[config.mk]
export PLATFORM = sky130hd
export DESIGN_NAME = dpw_modulator
export DESIGN_NICKNAME = d
export VERILOG_FILES = /design/src/dpw_pkg.sv /design/src/dpw_modulator.sv
export SDC_FILE = /design/constraint.sdc
export NUM_CORES = 1
export LEC_CHECK = 0
export ABC_AREA = 1
export BUFFER_PORTS_ARGS = -buffer_cell sky130_fd_sc_hd__buf_2
export CORE_MARGIN = 2
export CORE_UTILIZATION = 51
export DETAILED_ROUTE_END_ITERATION = 6
export GPL_ROUTABILITY_DRIVEN = 0
export GPL_TIMING_DRIVEN = 0
export PLACE_DENSITY = 0.7
export SLEW_MARGIN = 20
export SYNTH_ARGS = -nofsm -noshare
export SYNTH_HDL_FRONTEND = slang
export SYNTH_SLANG_ARGS = --single-unit
[constraint.sdc]
create_clock -name pclk -period 4.7 [get_ports pclk]
set_clock_uncertainty 0.05 [all_clocks]
set_input_delay 0.94 -clock pclk [delete_from_list [all_inputs] [get_ports pclk]]
set_output_delay 0.94 -clock pclk [all_outputs]
set_load 0.01 [all_outputs]
[src/dpw_pkg.sv]
// Purpose: constants and register map for the dual pwm / sigma-delta modulator
// Assumes: 32-bit apb data, one word per register
// Notes: shared by the modulator top and its bench
package dpw_pkg;
    // register byte offsets
    localparam logic [7:0] DPW_OFF_CTL = 8'h00;
    localparam logic [7:0] DPW_OFF_A_LO = 8'h04;
    localparam logic [7:0] DPW_OFF_A_HI = 8'h08;
    localparam logic [7:0] DPW_OFF_B_LO = 8'h0C;
    localparam logic [7:0] DPW_OFF_B_HI = 8'h10;
    localparam logic [7:0] DPW_OFF_STAT = 8'h14;
    // control field positions
    localparam int DPW_BIT_REL = 7;
    localparam int DPW_MODE_HI = 6;
    localparam int DPW_MODE_LO = 4;
    localparam int DPW_DIV_HI = 3;
    localparam int DPW_DIV_LO = 2;
    localparam int DPW_SRC_HI = 1;
    localparam int DPW_SRC_LO = 0;
    localparam logic [7:0] DPW_CTL_RST = 8'h00;
    // mode codes
    localparam logic [2:0] DPW_M_OFF = 3'h0;
    localparam logic [2:0] DPW_M_SINGLE = 3'h1;
    localparam logic [2:0] DPW_M_TWIN8 = 3'h2;
    localparam logic [2:0] DPW_M_TWIN16 = 3'h3;
    localparam logic [2:0] DPW_M_NRZ = 3'h4;
    localparam logic [2:0] DPW_M_DUAL8 = 3'h5;
    localparam logic [2:0] DPW_M_RZ = 3'h6;
    localparam logic [2:0] DPW_M_RSV = 3'h7;
    // clock source codes
    localparam logic [1:0] DPW_SRC_X15 = 2'h0;
    localparam logic [1:0] DPW_SRC_XTAL = 2'h1;
    localparam logic [1:0] DPW_SRC_EXT = 2'h2;
    localparam logic [1:0] DPW_SRC_VCO = 2'h3;
    // crystal divide-by-15 terminal count
    localparam logic [3:0] DPW_X15_LAST = 4'hE;
    // prescaler terminal counts for /1 /4 /16 /64
    localparam logic [5:0] DPW_PRE_L1 = 6'h00;
    localparam logic [5:0] DPW_PRE_L4 = 6'h03;
    localparam logic [5:0] DPW_PRE_L16 = 6'h0F;
    localparam logic [5:0] DPW_PRE_L64 = 6'h3F;
    localparam logic [15:0] DPW_FULL = 16'hFFFF;
    localparam logic [15:0] DPW_ZERO16 = 16'h0000;
    localparam logic [15:0] DPW_ONE16 = 16'h0001;
    localparam logic [7:0] DPW_ZERO8 = 8'h00;
endpackage

[src/dpw_modulator.sv]
// Purpose: dual pwm / sigma-delta dac with apb registers
// Assumes: pclk 50 MHz; source ticks and external pin synchronous to pclk
// Notes: counter clock is a one-cycle enable; outputs drive only when enabled
//
// The implementer's own choices: the register addresses and the APB interface to the registers.
`timescale 1ns/1ps
`default_nettype none
module dpw_modulator
    import dpw_pkg::*;
(
    // apb slave
    input wire logic pclk,
    input wire logic presetn,
    input wire logic psel,
    input wire logic penable,
    input wire logic pwrite,
    input wire logic [7:0] paddr,
    input wire logic [31:0] pwdata,
    output logic [31:0] prdata,
    output logic pready,
    output logic pslverr,
    // counter clock sources, two enables and a pin level, all in pclk domain
    input wire logic xtal_tick,
    input wire logic vco_tick,
    input wire logic external_clock_pin,
    // output pins
    output logic output_a,
    output logic output_a_oe,
    output logic output_b,
    output logic output_b_oe
);
    // whole state of the block
    typedef struct packed {
        logic [7:0] ctl;      // modulator_control
        logic [7:0] hold_a;   // hidden low byte, channel a
        logic [7:0] hold_b;   // hidden low byte, channel b
        logic [15:0] pend_a;  // committed, waits for next cycle
        logic [15:0] pend_b;
        logic [15:0] act_a;   // values in use this cycle
        logic [15:0] act_b;
        logic [15:0] cnt;     // main counter
        logic [7:0] cnt_b;    // second counter, dual 8-bit only
        logic [15:0] acc_a;   // sigma-delta accumulators
        logic [15:0] acc_b;
        logic [5:0] pre;      // prescaler
        logic [3:0] x15;      // crystal divide by 15
        logic ext_prev;       // external pin, last sample
        logic [15:0] ph;      // pclk cycles since counter tick
        logic [15:0] per;     // length of last counter clock
        logic lvl_a;          // modulator levels before gating
        logic lvl_b;
        logic out_a;
        logic out_b;
        logic oe_a;
        logic oe_b;
        logic [31:0] rdata;
        logic rdy;
        logic err;
    } dpw_state_t;
    dpw_state_t st_reg;
    dpw_state_t st_next;
    // prescaler terminal count per code
    function automatic logic [5:0] dpw_pre_last(input logic [1:0] code);
        case (code)
            2'h0: dpw_pre_last = DPW_PRE_L1;
            2'h1: dpw_pre_last = DPW_PRE_L4;
            2'h2: dpw_pre_last = DPW_PRE_L16;
            default: dpw_pre_last = DPW_PRE_L64;
        endcase
    endfunction
    // true when the address names a mapped register
    function automatic logic dpw_mapped(input logic [7:0] a);
        dpw_mapped = (a == DPW_OFF_CTL) || (a == DPW_OFF_A_LO) || (a == DPW_OFF_A_HI) ||
                     (a == DPW_OFF_B_LO) || (a == DPW_OFF_B_HI) || (a == DPW_OFF_STAT);
    endfunction
    // sixteen-bit value modes use the hidden low byte
    function automatic logic dpw_wide(input logic [2:0] m);
        dpw_wide = (m == DPW_M_SINGLE) || (m == DPW_M_TWIN16) || (m == DPW_M_NRZ) || (m == DPW_M_RZ);
    endfunction
    // decoded views of the current state
    logic [2:0] mode;
    logic wr_go;
    logic ctl_wr;
    logic src_tick;
    logic ctick;
    logic [15:0] last;
    logic wrap;
    logic [16:0] sum_a;
    logic [16:0] sum_b;
    logic rz_on;
    logic [2:0] nmode;
    assign mode = st_reg.ctl[DPW_MODE_HI:DPW_MODE_LO];
    assign wr_go = psel && penable && st_reg.rdy && pwrite;
    assign ctl_wr = wr_go && (paddr == DPW_OFF_CTL);
    assign sum_a = {1'b0, st_reg.acc_a} + {1'b0, st_reg.act_a};
    assign sum_b = {1'b0, st_reg.acc_b} + {1'b0, st_reg.act_b};
    // source select and prescaler chain
    always_comb
    begin
        case (st_reg.ctl[DPW_SRC_HI:DPW_SRC_LO])
            DPW_SRC_X15: src_tick = xtal_tick && (st_reg.x15 == DPW_X15_LAST);
            DPW_SRC_XTAL: src_tick = xtal_tick;
            DPW_SRC_EXT: src_tick = external_clock_pin && !st_reg.ext_prev;
            default: src_tick = vco_tick;
        endcase
        // one prescaler feeds both channels in every mode
        ctick = src_tick && (st_reg.pre == dpw_pre_last(st_reg.ctl[DPW_DIV_HI:DPW_DIV_LO]));
    end
    // last count of the main counter in each mode
    always_comb
    begin
        case (mode)
            DPW_M_SINGLE: last = st_reg.act_b - DPW_ONE16;
            DPW_M_TWIN8: last = {DPW_ZERO8, st_reg.act_b[7:0]};
            DPW_M_DUAL8: last = {DPW_ZERO8, st_reg.act_b[7:0]};
            default: last = DPW_FULL;
        endcase
        wrap = (st_reg.cnt == last);
        // the tick edge itself shows the first pclk, so pclk ph+1 must stay under ceil(per/2)
        rz_on = ({1'b0, st_reg.ph} + 17'h00001) < (({1'b0, st_reg.per} + 17'h00001) >> 1);
    end
    // next state
    always_comb
    begin
        st_next = st_reg;
        // crystal /15 divider runs all the time
        if (xtal_tick)
        begin
            st_next.x15 = (st_reg.x15 == DPW_X15_LAST) ? 4'h0 : st_reg.x15 + 4'h1;
        end
        st_next.ext_prev = external_clock_pin;
        // prescaler
        if (src_tick)
        begin
            st_next.pre = ctick ? 6'h00 : st_reg.pre + 6'h01;
        end
        // half-clock timing for return-to-zero
        if (ctick)
        begin
            st_next.ph = DPW_ZERO16;
            st_next.per = (st_reg.ph == DPW_FULL) ? DPW_FULL : st_reg.ph + DPW_ONE16;
        end
        else if (st_reg.ph != DPW_FULL)
        begin
            st_next.ph = st_reg.ph + DPW_ONE16;
        end
        // counters and modulators advance on the counter clock
        if (ctick && (mode != DPW_M_OFF) && (mode != DPW_M_RSV))
        begin
            st_next.cnt = wrap ? DPW_ZERO16 : st_reg.cnt + DPW_ONE16;
            if (wrap)
            begin
                // new values only from the start of the next cycle
                st_next.act_a = st_reg.pend_a;
                st_next.act_b = st_reg.pend_b;
            end
            case (mode)
                DPW_M_SINGLE:
                begin
                    st_next.lvl_a = 1'b0;
                    st_next.lvl_b = st_reg.cnt < st_reg.act_a;
                end
                DPW_M_TWIN8:
                begin
                    st_next.lvl_a = st_reg.cnt[7:0] < st_reg.act_a[7:0];
                    st_next.lvl_b = (st_reg.cnt[7:0] >= st_reg.act_b[15:8]) &&
                                    (st_reg.cnt[7:0] < st_reg.act_a[15:8]);
                end
                DPW_M_TWIN16:
                begin
                    // both compare the same counter, so both rise at zero together
                    st_next.lvl_a = st_reg.cnt < st_reg.act_a;
                    st_next.lvl_b = st_reg.cnt < st_reg.act_b;
                end
                DPW_M_DUAL8:
                begin
                    st_next.cnt_b = (st_reg.cnt_b == st_reg.act_b[15:8]) ? DPW_ZERO8 : st_reg.cnt_b + 8'h01;
                    st_next.lvl_a = st_reg.cnt[7:0] < st_reg.act_a[7:0];
                    st_next.lvl_b = st_reg.cnt_b < st_reg.act_a[15:8];
                end
                default:
                begin
                    // carry out spreads the highs evenly over 65536 clocks
                    st_next.acc_a = sum_a[15:0];
                    st_next.acc_b = sum_b[15:0];
                    st_next.lvl_a = sum_a[16];
                    st_next.lvl_b = sum_b[16];
                end
            endcase
        end
        // register writes, taken at the completing edge only
        if (wr_go)
        begin
            case (paddr)
                DPW_OFF_CTL:
                begin
                    st_next.ctl = pwdata[7:0];
                    // restart: counters, prescaler, accumulators, fresh values
                    st_next.cnt = DPW_ZERO16;
                    st_next.cnt_b = DPW_ZERO8;
                    st_next.pre = 6'h00;
                    st_next.acc_a = DPW_ZERO16;
                    st_next.acc_b = DPW_ZERO16;
                    st_next.act_a = st_reg.pend_a;
                    st_next.act_b = st_reg.pend_b;
                    st_next.lvl_a = 1'b0;
                    st_next.lvl_b = 1'b0;
                end
                DPW_OFF_A_LO:
                begin
                    st_next.hold_a = pwdata[7:0];
                    // byte-wide modes take the low byte at once
                    st_next.pend_a[7:0] = dpw_wide(mode) ? st_reg.pend_a[7:0] : pwdata[7:0];
                end
                DPW_OFF_A_HI: st_next.pend_a = dpw_wide(mode) ? {pwdata[7:0], st_reg.hold_a}
                                                               : {pwdata[7:0], st_reg.pend_a[7:0]};
                DPW_OFF_B_LO:
                begin
                    st_next.hold_b = pwdata[7:0];
                    st_next.pend_b[7:0] = dpw_wide(mode) ? st_reg.pend_b[7:0] : pwdata[7:0];
                end
                DPW_OFF_B_HI: st_next.pend_b = dpw_wide(mode) ? {pwdata[7:0], st_reg.hold_b}
                                                               : {pwdata[7:0], st_reg.pend_b[7:0]};
                default: st_next.ctl = st_reg.ctl; // status is read-only
            endcase
        end
        // apb: one wait state so read data comes from a flop
        st_next.rdy = psel && penable && !st_reg.rdy;
        st_next.err = psel && penable && !st_reg.rdy && !dpw_mapped(paddr);
        if (psel && penable && !st_reg.rdy)
        begin
            case (paddr)
                DPW_OFF_CTL: st_next.rdata = {24'h000000, st_reg.ctl};
                DPW_OFF_A_LO: st_next.rdata = {24'h000000, st_reg.pend_a[7:0]};
                DPW_OFF_A_HI: st_next.rdata = {24'h000000, st_reg.pend_a[15:8]};
                DPW_OFF_B_LO: st_next.rdata = {24'h000000, st_reg.pend_b[7:0]};
                DPW_OFF_B_HI: st_next.rdata = {24'h000000, st_reg.pend_b[15:8]};
                DPW_OFF_STAT: st_next.rdata = {16'h0000, st_reg.cnt};
                default: st_next.rdata = 32'h00000000;
            endcase
        end
        // pin drivers follow the control value being written this edge
        nmode = st_next.ctl[DPW_MODE_HI:DPW_MODE_LO];
        st_next.oe_b = (nmode != DPW_M_OFF) && (nmode != DPW_M_RSV);
        st_next.oe_a = st_next.oe_b && (nmode != DPW_M_SINGLE) && !st_next.ctl[DPW_BIT_REL];
        if (mode == DPW_M_RZ)
        begin
            // high only in the first half of each counter clock
            st_next.out_a = st_next.oe_a && st_next.lvl_a && (ctick || rz_on);
            st_next.out_b = st_next.oe_b && st_next.lvl_b && (ctick || rz_on);
        end
        else
        begin
            st_next.out_a = st_next.oe_a && st_next.lvl_a;
            st_next.out_b = st_next.oe_b && st_next.lvl_b;
        end
    end
    // state register
    always_ff @(posedge pclk or negedge presetn)
    begin
        if (!presetn)
        begin
            st_reg <= '0;
        end
        else
        begin
            st_reg <= st_next;
        end
    end
    // outputs straight from flops
    assign prdata = st_reg.rdata;
    assign pready = st_reg.rdy;
    assign pslverr = st_reg.err;
    assign output_a = st_reg.out_a;
    assign output_a_oe = st_reg.oe_a;
    assign output_b = st_reg.out_b;
    assign output_b_oe = st_reg.oe_b;
endmodule
`default_nettype wire

* After elaboration in Yosys (flattened, before gate mapping)
Cells that the tools add are included.
** Storage, ports and cells
- Bits in registers :: 227
- Latch bits :: 0
- RAM bits :: 0
- ROM bits :: 0
- Bits of input ports :: 48
- Output and inout port bits :: 38
- Logic and storage cells :: 154
- Memories kept :: 0
** Operators by class
- Add/subtract/negate cells :: 10
- Multipliers :: 0
- Divide/modulo/power cells :: 0
- Magnitude comparators :: 7
- Equality and inequality tests :: 28
- Shift-type cells :: 0
- Multiplexer cells :: 33
- Bitwise logic cells :: 0
- Reductions and logical operators :: 48
** Operators with widths (count)
- 150-bit 2-to-1 mux :: 1
- 16-bit case mux with 6 select lines :: 1
- 94-bit 2-to-1 mux :: 1
- 88-bit 2-to-1 mux :: 1
- 8-bit 2-to-1 mux :: 10
- 16-bit 2-to-1 mux :: 4
- 32-bit 2-to-1 mux :: 2
- 16-bit by 1-bit adder with 17-bit output, second input constant :: 2
- 16-bit by 16-bit adder with 17-bit output :: 2
- 16-bit by 1-bit adder with 16-bit output, second input constant :: 2
- 16-bit less-than comparator :: 2
- 16-bit case mux with 2 select lines :: 1
- 8-bit case mux with 2 select lines :: 2
- 8-bit less-than comparator :: 3
- 1-bit logical AND :: 18
- 6-bit case mux with 3 select lines :: 1
- 17-bit by 16-bit less-than comparator with 1-bit output :: 1
- 16-bit == test :: 1
- 16-bit == test, second input constant :: 1
- 8-bit by 4-bit == test with 1-bit output, second input constant :: 2
- 8-bit by 5-bit == test with 1-bit output, second input constant :: 2
- 16-bit inequality test, second input constant :: 1
- 16-bit by 1-bit subtractor with 16-bit output, second input constant :: 1
- 6-bit 2-to-1 mux :: 2
- 30 further kinds :: 62

* Depth between registers and ports, before layout
Gate-level depths: netlist of run 1.
- Depth after elaboration :: 16
- Depth in mapped cells :: 20
- Mapped depth without buffers :: 20

* Worst setup path after synthesis of run 1
No wires, ideal clock.
- Path type :: register to register
- Start point :: register st_reg[56] in the netlist's numbering
- End point :: register st_reg, in the netlist output_a
- Setup time :: 71 ps
- Data arrival time :: 2573 ps
- Data required time :: 4579 ps
- Path slack :: 2006 ps
- Stages on the path, launching flop included :: 19
- Path buffers :: 0
- Clock period less this slack :: 2694 ps
- Cell sequence :: dfrtp_1 > ha_1 > nand2_1 > nor2_1 > nand3_1 > nor2_1 > inv_1 > nor3_1 > nand4_1 > xor2_1 > inv_1 > ha_1 > a21oi_1 > o211ai_1 > nor2_1 > nand3_1 > nand2_1 > nand2_1 > nor2_1
** RTL lines
- start: declaration :: RTL line dpw_modulator.sv:60 : dpw_state_t st_reg;
- start signal: assignment :: RTL line dpw_modulator.sv:267 : st_reg <= st_next;

==> flow_metrics.tcl, run 1 <==
set metrics [dict create \
    status "complete, no violations" \
    p_leak_nw 7.85 \
    fin_crit_sh_pct 73.9 \
    ys_ff_latch 211 \
    fin_cells 2286 \
    final_core_util_pct 57.6 \
    die_area_sq_um 28300 \
    io_buffers 45 \
    cts_resized 0 \
    grt_max_degree 89 \
    synthCells 1836 \
    h-tree-depth 1 \
    grtUsageTotal_pct 27.8 \
    vias_per_cell 5.62 \
    fin_crit_ns 3.48 \
    cts_num_sinks 211 \
    row_count 60 \
    grt_pass1_vias 12001 \
    via_count 12856 \
    slew_viol_final 0 \
    ys_types 49 \
    io_pins 86 \
    ant_nets 0 \
    finalPower_mw 4.30 \
    cts_setup_buffers 0 \
    n_antenna_cell 0 \
    critPathMaxFanout 4 \
    fin_setup_tns_ns 0 \
    start_util_pct 51.4 \
    max_freq_ghz 0.288 \
    setup_viol 0 \
    die_x_um 168 \
    antenna_found_initial 0 \
    ys_seq_area_share_pct 38.4 \
    cts_root_buf "clkbuf_16" \
    seqCellArea_sq_um 5280 \
    ctsHoldBuffers 0 \
    clkTransAtPathRegs_ns 0.06 \
    dr.pass1.iters 6 \
    p_per_area_nw_per_um2 279 \
    cts_tree "done" \
    final_common_cell "nand2_1" \
    start_kind "flip-flop" \
    grt_pass1_wl_um 63000 \
    crit_type "flip-flop to flip-flop" \
    avgSynthCellArea_sq_um 7.49 \
    min-delay-path-class "input port to asynchronous set/reset pin" \
    maxCapViolCount 0 \
    cts-buffers-inserted 26 \
    irDropWorstVdd_v 0.000263 \
    dp_hpwl_um 29400 \
    insertion_delay_ns 0.54 \
    drtIter0Drc 1169 \
    crit_arrival_ns 3.89 \
    area_growth_pct 12.0 \
    fp.dieH_um 168 \
    tightest_slew_ns 0.863 \
    wire_per_inst_um 17.1 \
    slew-limit-headroom_pct 42.3 \
    drc 0 \
    multi_input_area_sq_um 7320 \
    max-clock-path-buffers 3 \
    crit_required_ns 5.11 \
    hold_viol 0 \
    synth.cell_area_sq_um 13700 \
    largest_reg_flops 186 \
    yosys_warnings 0 \
    endpoint_kind "flip-flop" \
    rsz0062_at_grt "false" \
    design.core.area_sq_um 26700 \
    dpl.cell_count 2239 \
    mostFrequentLayoutCells "426 x nand2_1, 211 x dfrtp_1, 189 x inv_1, 183 x o21ai_0, 170 x nor2_1" \
    drt_wl_total_um 39100 \
    nets 2081 \
    nFillCells 2504 \
    drive_above_1_share_pct 7.76 \
    grt_overflow_total 0 \
]
==> synthesized netlist by cell type (all sizes together) <==
master | count | area, sq um
a2111oi | 2 | 17.5
a211oi | 8 | 60.1
a21o | 4 | 30.0
a21oi | 108 | 541
a221oi | 1 | 8.76
a311oi | 4 | 35.0
a31oi | 13 | 81.3
and2 | 1 | 6.26
and3 | 2 | 12.5
buf | 45 | 325
clkbuf | 37 | 139
clkinv | 2 | 7.51
conb | 1 | 3.75
dfrtp | 211 | 5280
fa | 2 | 40.0
ha | 105 | 1310
inv | 195 | 734
nand2 | 429 | 1620
nand2b | 1 | 6.26
nand3 | 144 | 736
nand3b | 2 | 15.0
nand4 | 34 | 213
nor2 | 173 | 662
nor3 | 32 | 160
nor3b | 1 | 7.51
nor4 | 4 | 25.0
nor4b | 1 | 8.76
o211ai | 4 | 30.0
o21a | 7 | 52.6
o21ai | 187 | 940
o21bai | 2 | 15.0
o221ai | 1 | 8.76
o22ai | 4 | 25.0
o31ai | 8 | 60.1
or2 | 4 | 25.0
xnor2 | 17 | 149
xor2 | 40 | 350
==> critical path: stages (launching register included) <==
cell and delay [ns]:
dfrtp_1 0.39, ha_1 0.20, nand2_1 0.07, nor2_1 0.16, nand3_1 0.13, nor2_1 0.25
inv_1 0.12, nor3_1 0.31, nand4_1 0.21, xor2_1 0.31, inv_1 0.08, ha_1 0.32
a21oi_1 0.13, o211ai_1 0.10, nor2_1 0.15, nand3_1 0.12, nand2_1 0.10, nand2_1 0.05
nor2_1 0.14
==> worst paths after layout <==
check / start / endpoint / slack (ns) / cells past startpoint
max: st_reg[56]$_DFFE_PN0P_ / output_a$_DFF_PN0_ / 1.22 / 18
min: presetn / st_reg[121]$_DFF_PN0_ / 0.29 / 1
max reg2reg: st_reg[56]$_DFFE_PN0P_ / output_a$_DFF_PN0_ / 1.22 / 18
min reg2reg: st_reg[218]$_DFFE_PN0P_ / st_reg[218]$_DFFE_PN0P_ / 0.43 / 2
max in group asynchronous: presetn / st_reg[72]$_DFF_PN0_ / 3.46 / 2
min in group pclk: st_reg[218]$_DFFE_PN0P_ / st_reg[218]$_DFFE_PN0P_ / 0.43 / 2
==> cell type report <==
type | instances | share of cell area, %
clock inverter | 11 | 0.983
buffer | 82 | 3.01
timing repair buffer | 47 | 1.88
sequential | 211 | 34.3
tap | 341 | 2.77
inverter | 197 | 4.82
multi-input combinational | 1361 | 47.5
clock buffer | 36 | 4.73
==> kinds of logic (layout without fill, tap and decap cells) <==
logic type | after synthesis | after routing | share of synthesized area, %
xor+xnor | 57 | 57 | 3.63
compound gates | 353 | 353 | 13.9
flops | 211 | 211 | 38.4
simple gates | 828 | 828 | 25.5
fa+ha+maj | 107 | 107 | 9.85
other cells | 1 | 16 | 0.0273
buf+inv | 279 | 373 | 8.77
==> layer usage <==
metal	vias up	track usage [%]	wire length, um	part of all wire [%]
met5	-	0	0	0
met1	6047	39.3	17600	45
li1	6256	-	-	-
met3	107	3.06	2460	6.3
met4	0	11.5	1710	4.4
met2	446	43.9	17400	44
==> where the power goes <==
group	total [mW]	leakage (nW)	switching (mW)	internal [mW]
clock	2.05	0.430	0.798	1.25
sequential	1.92	2.77	0.0457	1.87
combinational	0.330	4.65	0.205	0.125
==> through the flow <==
step	worst slack [ns]	hold slack (ns)	area [sq um]
floorplan	2.01	0.398	13800
global placement	-1.08	0.414	14500
detailed placement	1.13	0.418	14500
CTS	1.27	0.313	15400
global route	0.775	0.333	15400
finish	1.22	0.290	15400
Note: power is estimated with default switching activity, not from simulation.
==> run 2, diff against run 1 <==
Settings changed: ABC_AREA 1 to 0.
Clock period 4.7 ns to 3.6 ns, I/O delays scaled along.
==> run 2 against run 1 <==
  * The flow now finishes with violations (design-rule violations, negative setup slack)
  * Flip-flop and latch count stayed put
  * Hold slack lost 0.25 ns
  * Critical path depth shrank 8
  * Highest routed layer unchanged
  * Worst setup slack lost 1.3 ns
  * Total power up 51%
  * Combinational power increased to 3.3 times the previous value
  * Final cell count down 16%
==> flow_metrics.tcl, run 2 <==
set metrics [dict create \
    synth_flop_cell "dfrtp_1" \
    setup_viol 43 \
    drtIter0Drc 751 \
    rsz0062_at_grt "true" \
    maxCapViolCount 0 \
    p_int_mw 4.56 \
    irDropWorstVdd_v 0.000512 \
    slowest_stage "or4_4" \
    synthCells 1449 \
    area_growth_pct 16.2 \
    final_common_cell "dfrtp_1" \
    fp.dieH_um 168 \
    synth_top_family_by_area "simple AND/OR/NAND/NOR gates" \
    h-tree-depth 1 \
    p_sw_share_pct 29.8 \
    synth-edff-count 0 \
    crit_required_ns 3.98 \
    n_antenna_cell 0 \
    seq_power_share_pct 43.7 \
    cts_root_buf "clkbuf_16" \
    drc 4 \
    ys_seq_area_share_pct 38.7 \
    power_switching_mw 1.94 \
    p_per_area_nw_per_um2 410 \
    crit_type "flip-flop to flip-flop" \
    fin_crit_ns 3.70 \
    drt_wl_total_um 37600 \
    hold_viol 0 \
    ant_nets 0 \
    max_freq_ghz 0.270 \
    die_x_um 168 \
    fin_ws_ns -0.0992 \
    via_count 11375 \
    drive_above_1_share_pct 19.4 \
    nets 1718 \
    critPathMaxFanout 7 \
    ys_ff_latch 211 \
    comb_power_share_pct 16.8 \
    grt_max_degree 92 \
    p_leak_nw 7.48 \
    crit_arrival_ns 4.08 \
    synth-compound-area-share_pct 14.8 \
    insertion_delay_ns 0.55 \
    dr.pass1.iters 7 \
    crit_chain "or4_4 -> or2_2 -> or4_1 -> a211oi_2 -> o211ai_1 -> o311a_1 -> o31ai_4 -> buf_6 -> buf_8 -> mux2_4" \
    cts-buffers-inserted 25 \
    tightest_slew_ns 0.999 \
    io_buffers 44 \
    grtUsageTotal_pct 26.4 \
    synth_commonest_cells "211 x dfrtp_1, 137 x nor2_1, 108 x nand2_1" \
    largest_reg_flops 186 \
    slew-limit-headroom_pct 32.9 \
    synth.most_common_cell "dfrtp_1" \
    start_kind "flip-flop" \
    avgSynthCellArea_sq_um 9.41 \
    start_util_pct 52.2 \
    cts_tree "done" \
    vias_per_cell 5.93 \
    wire_per_inst_um 19.6 \
    clkPwrFrac_pct 39.5 \
    hold_ws_ns 0.0441 \
    min-delay-path-class "input port to asynchronous set/reset pin" \
    status "finished, violations left" \
    yosysTopAreaCell "dfrtp_1" \
    synthTopCellsByArea "dfrtp_1 39%, ha_1 9.6%, mux2_2 5.3%, a21oi_1 3.8%, nor2_1 3.8%" \
    post-place-ws_ns -0.873 \
    antenna_found_initial 0 \
    fin_cells 1917 \
    crit_buf_inv 2 \
    cp_top_family "simple AND/OR/NAND/NOR gates" \
    violations "design-rule violations, negative setup slack" \
    yosys_warnings 0 \
    endpoint_kind "flip-flop" \
    mostFrequentLayoutCells "201 x dfrtp_1, 124 x nor2_1, 108 x nand2_1, 104 x ha_1, 102 x a21oi_1" \
    cts_num_sinks 211 \
    finalPower_mw 6.50 \
    yosys.area_share.simple_pct 17.2 \
    critical-path-max-stage-delay_ns 0.59 \
    io_pins 86 \
    synthArstFlopShare_pct 100 \
    synth.cell_area_sq_um 13600 \
    dpl.cell_count 1845 \
    grt_pass1_wl_um 59200 \
    ctsHoldBuffers 0 \
    slew_viol_final 0 \
    row_count 59 \
    grt_pass1_vias 11265 \
    dp_hpwl_um 27300 \
    ys_types 75 \
    die_area_sq_um 28100 \
    synth.area.mux_share_pct 8.03 \
    fin_crit_sh_pct 103 \
    synth_xor_area_share_pct 5.84 \
    grt_overflow_total 0 \
    design.core.area_sq_um 26100 \
    yosys.area.top_type_share_pct 38.7 \
    clkTransAtPathRegs_ns 0.06 \
    max-clock-path-buffers 3 \
    synth_fa_ha_area_share_pct 9.93 \
    final_core_util_pct 60.7 \
]
[run 2: changes by cell type after synthesis, moves of 34 or more]
| cell | previous run | this run |
|---|---|---|
| inv_1 | 189 | 57 |
| nand2_1 | 426 | 108 |
| nand3_1 | 141 | 44 |
| o21ai_0 | 183 | 55 |
| mux2i_1 | 0 | 34 |
| mux2_2 | 0 | 64 |
[run 2: worst register-to-register path, cell delays in order, from the launching register on]
cell	delay [ns]
dfrtp_2	0.48
or4_4	0.59
or2_2	0.34
or4_1	0.54
a211oi_2	0.23
o211ai_1	0.12
o311a_1	0.19
o31ai_4	0.39
buf_6	0.20
buf_8	0.15
mux2_4	0.31
[run 2: final cells by class]
type	instances	area, sq um
fillers	2229	10300
inverters	57	216
flip-flops and latches	211	5290
plain buffers	90	505
multi-input cells	1097	7990
repair buffers	81	604
clock inverters	15	149
clock buffers	31	678
well taps	335	419
[run 2: routing by layer]
layer,global-route usage (%),vias to the layer above,wire length (um)
li1,-,5388,-
met1,34.5,5496,16000
met2,44.1,379,17400
met3,4.30,112,2520
met4,10.7,0,1640
met5,0,-,0
[run 2: cell families (layout without fill, tap and decap cells)]
group                      count (synthesis)  count (layout)
muxes                                    101             101
DFF                                      211             211
AOI/OAI and AO/OA                        309             309
and+or+nand+nor                          473             473
xor gates and xnor gates                  91              91
adders and majority gates                107             107
buffers and inverters                    156             274
other                                      1              16
[run 2: power groups by stage]
| stage | clock, mW | sequential, mW | combinational, mW |
|---|---|---|---|
| 5_1_grt | 2.70 | 2.87 | 1.25 |
| 3_5_place_dp | 0 | 2.87 | 1.07 |
| 6_report | 2.57 | 2.84 | 1.09 |
| 2_1_floorplan | 0 | 2.81 | 0.791 |
| 3_3_place_gp | 0 | 2.87 | 1.02 |
| 4_1_cts | 2.60 | 2.83 | 1.08 |
[run 2: path summary, 6_finish.rpt]
kind	start	endpoint	slack [ns]	cells past startpoint
worst max-delay path	st_reg[150]$_DFF_PN0_	st_reg[170]$_DFF_PN0_	-0.1	10
worst min-delay path	presetn	st_reg[63]$_DFFE_PN0P_	0.04	1
worst max register to register	st_reg[150]$_DFF_PN0_	st_reg[170]$_DFF_PN0_	-0.1	10
worst min register to register	prdata[3]$_DFFE_PN0P_	prdata[3]$_DFFE_PN0P_	0.43	1
max in group asynchronous	presetn	st_reg[150]$_DFF_PN0_	2.58	2
min in group pclk	external_clock_pin	st_reg[72]$_DFF_PN0_	0.25	1
[run 2: what timing repair did]
item                                    4_1_cts  5_1_grt
resized for setup                            33       69
pin swaps                                     5       13
buffers inserted                             18       15
cloned                                        0        2
endpoints found under the setup margin       78       69
[run 2: per-stage QoR]
step,area (sq um),TNS [ns]
after global placement,14400,-453.57
after CTS,15500,-0.836
after floorplan,13700,0
final,15900,-2.33
after global routing,15900,-6.87
after detailed placement,14400,-55.77
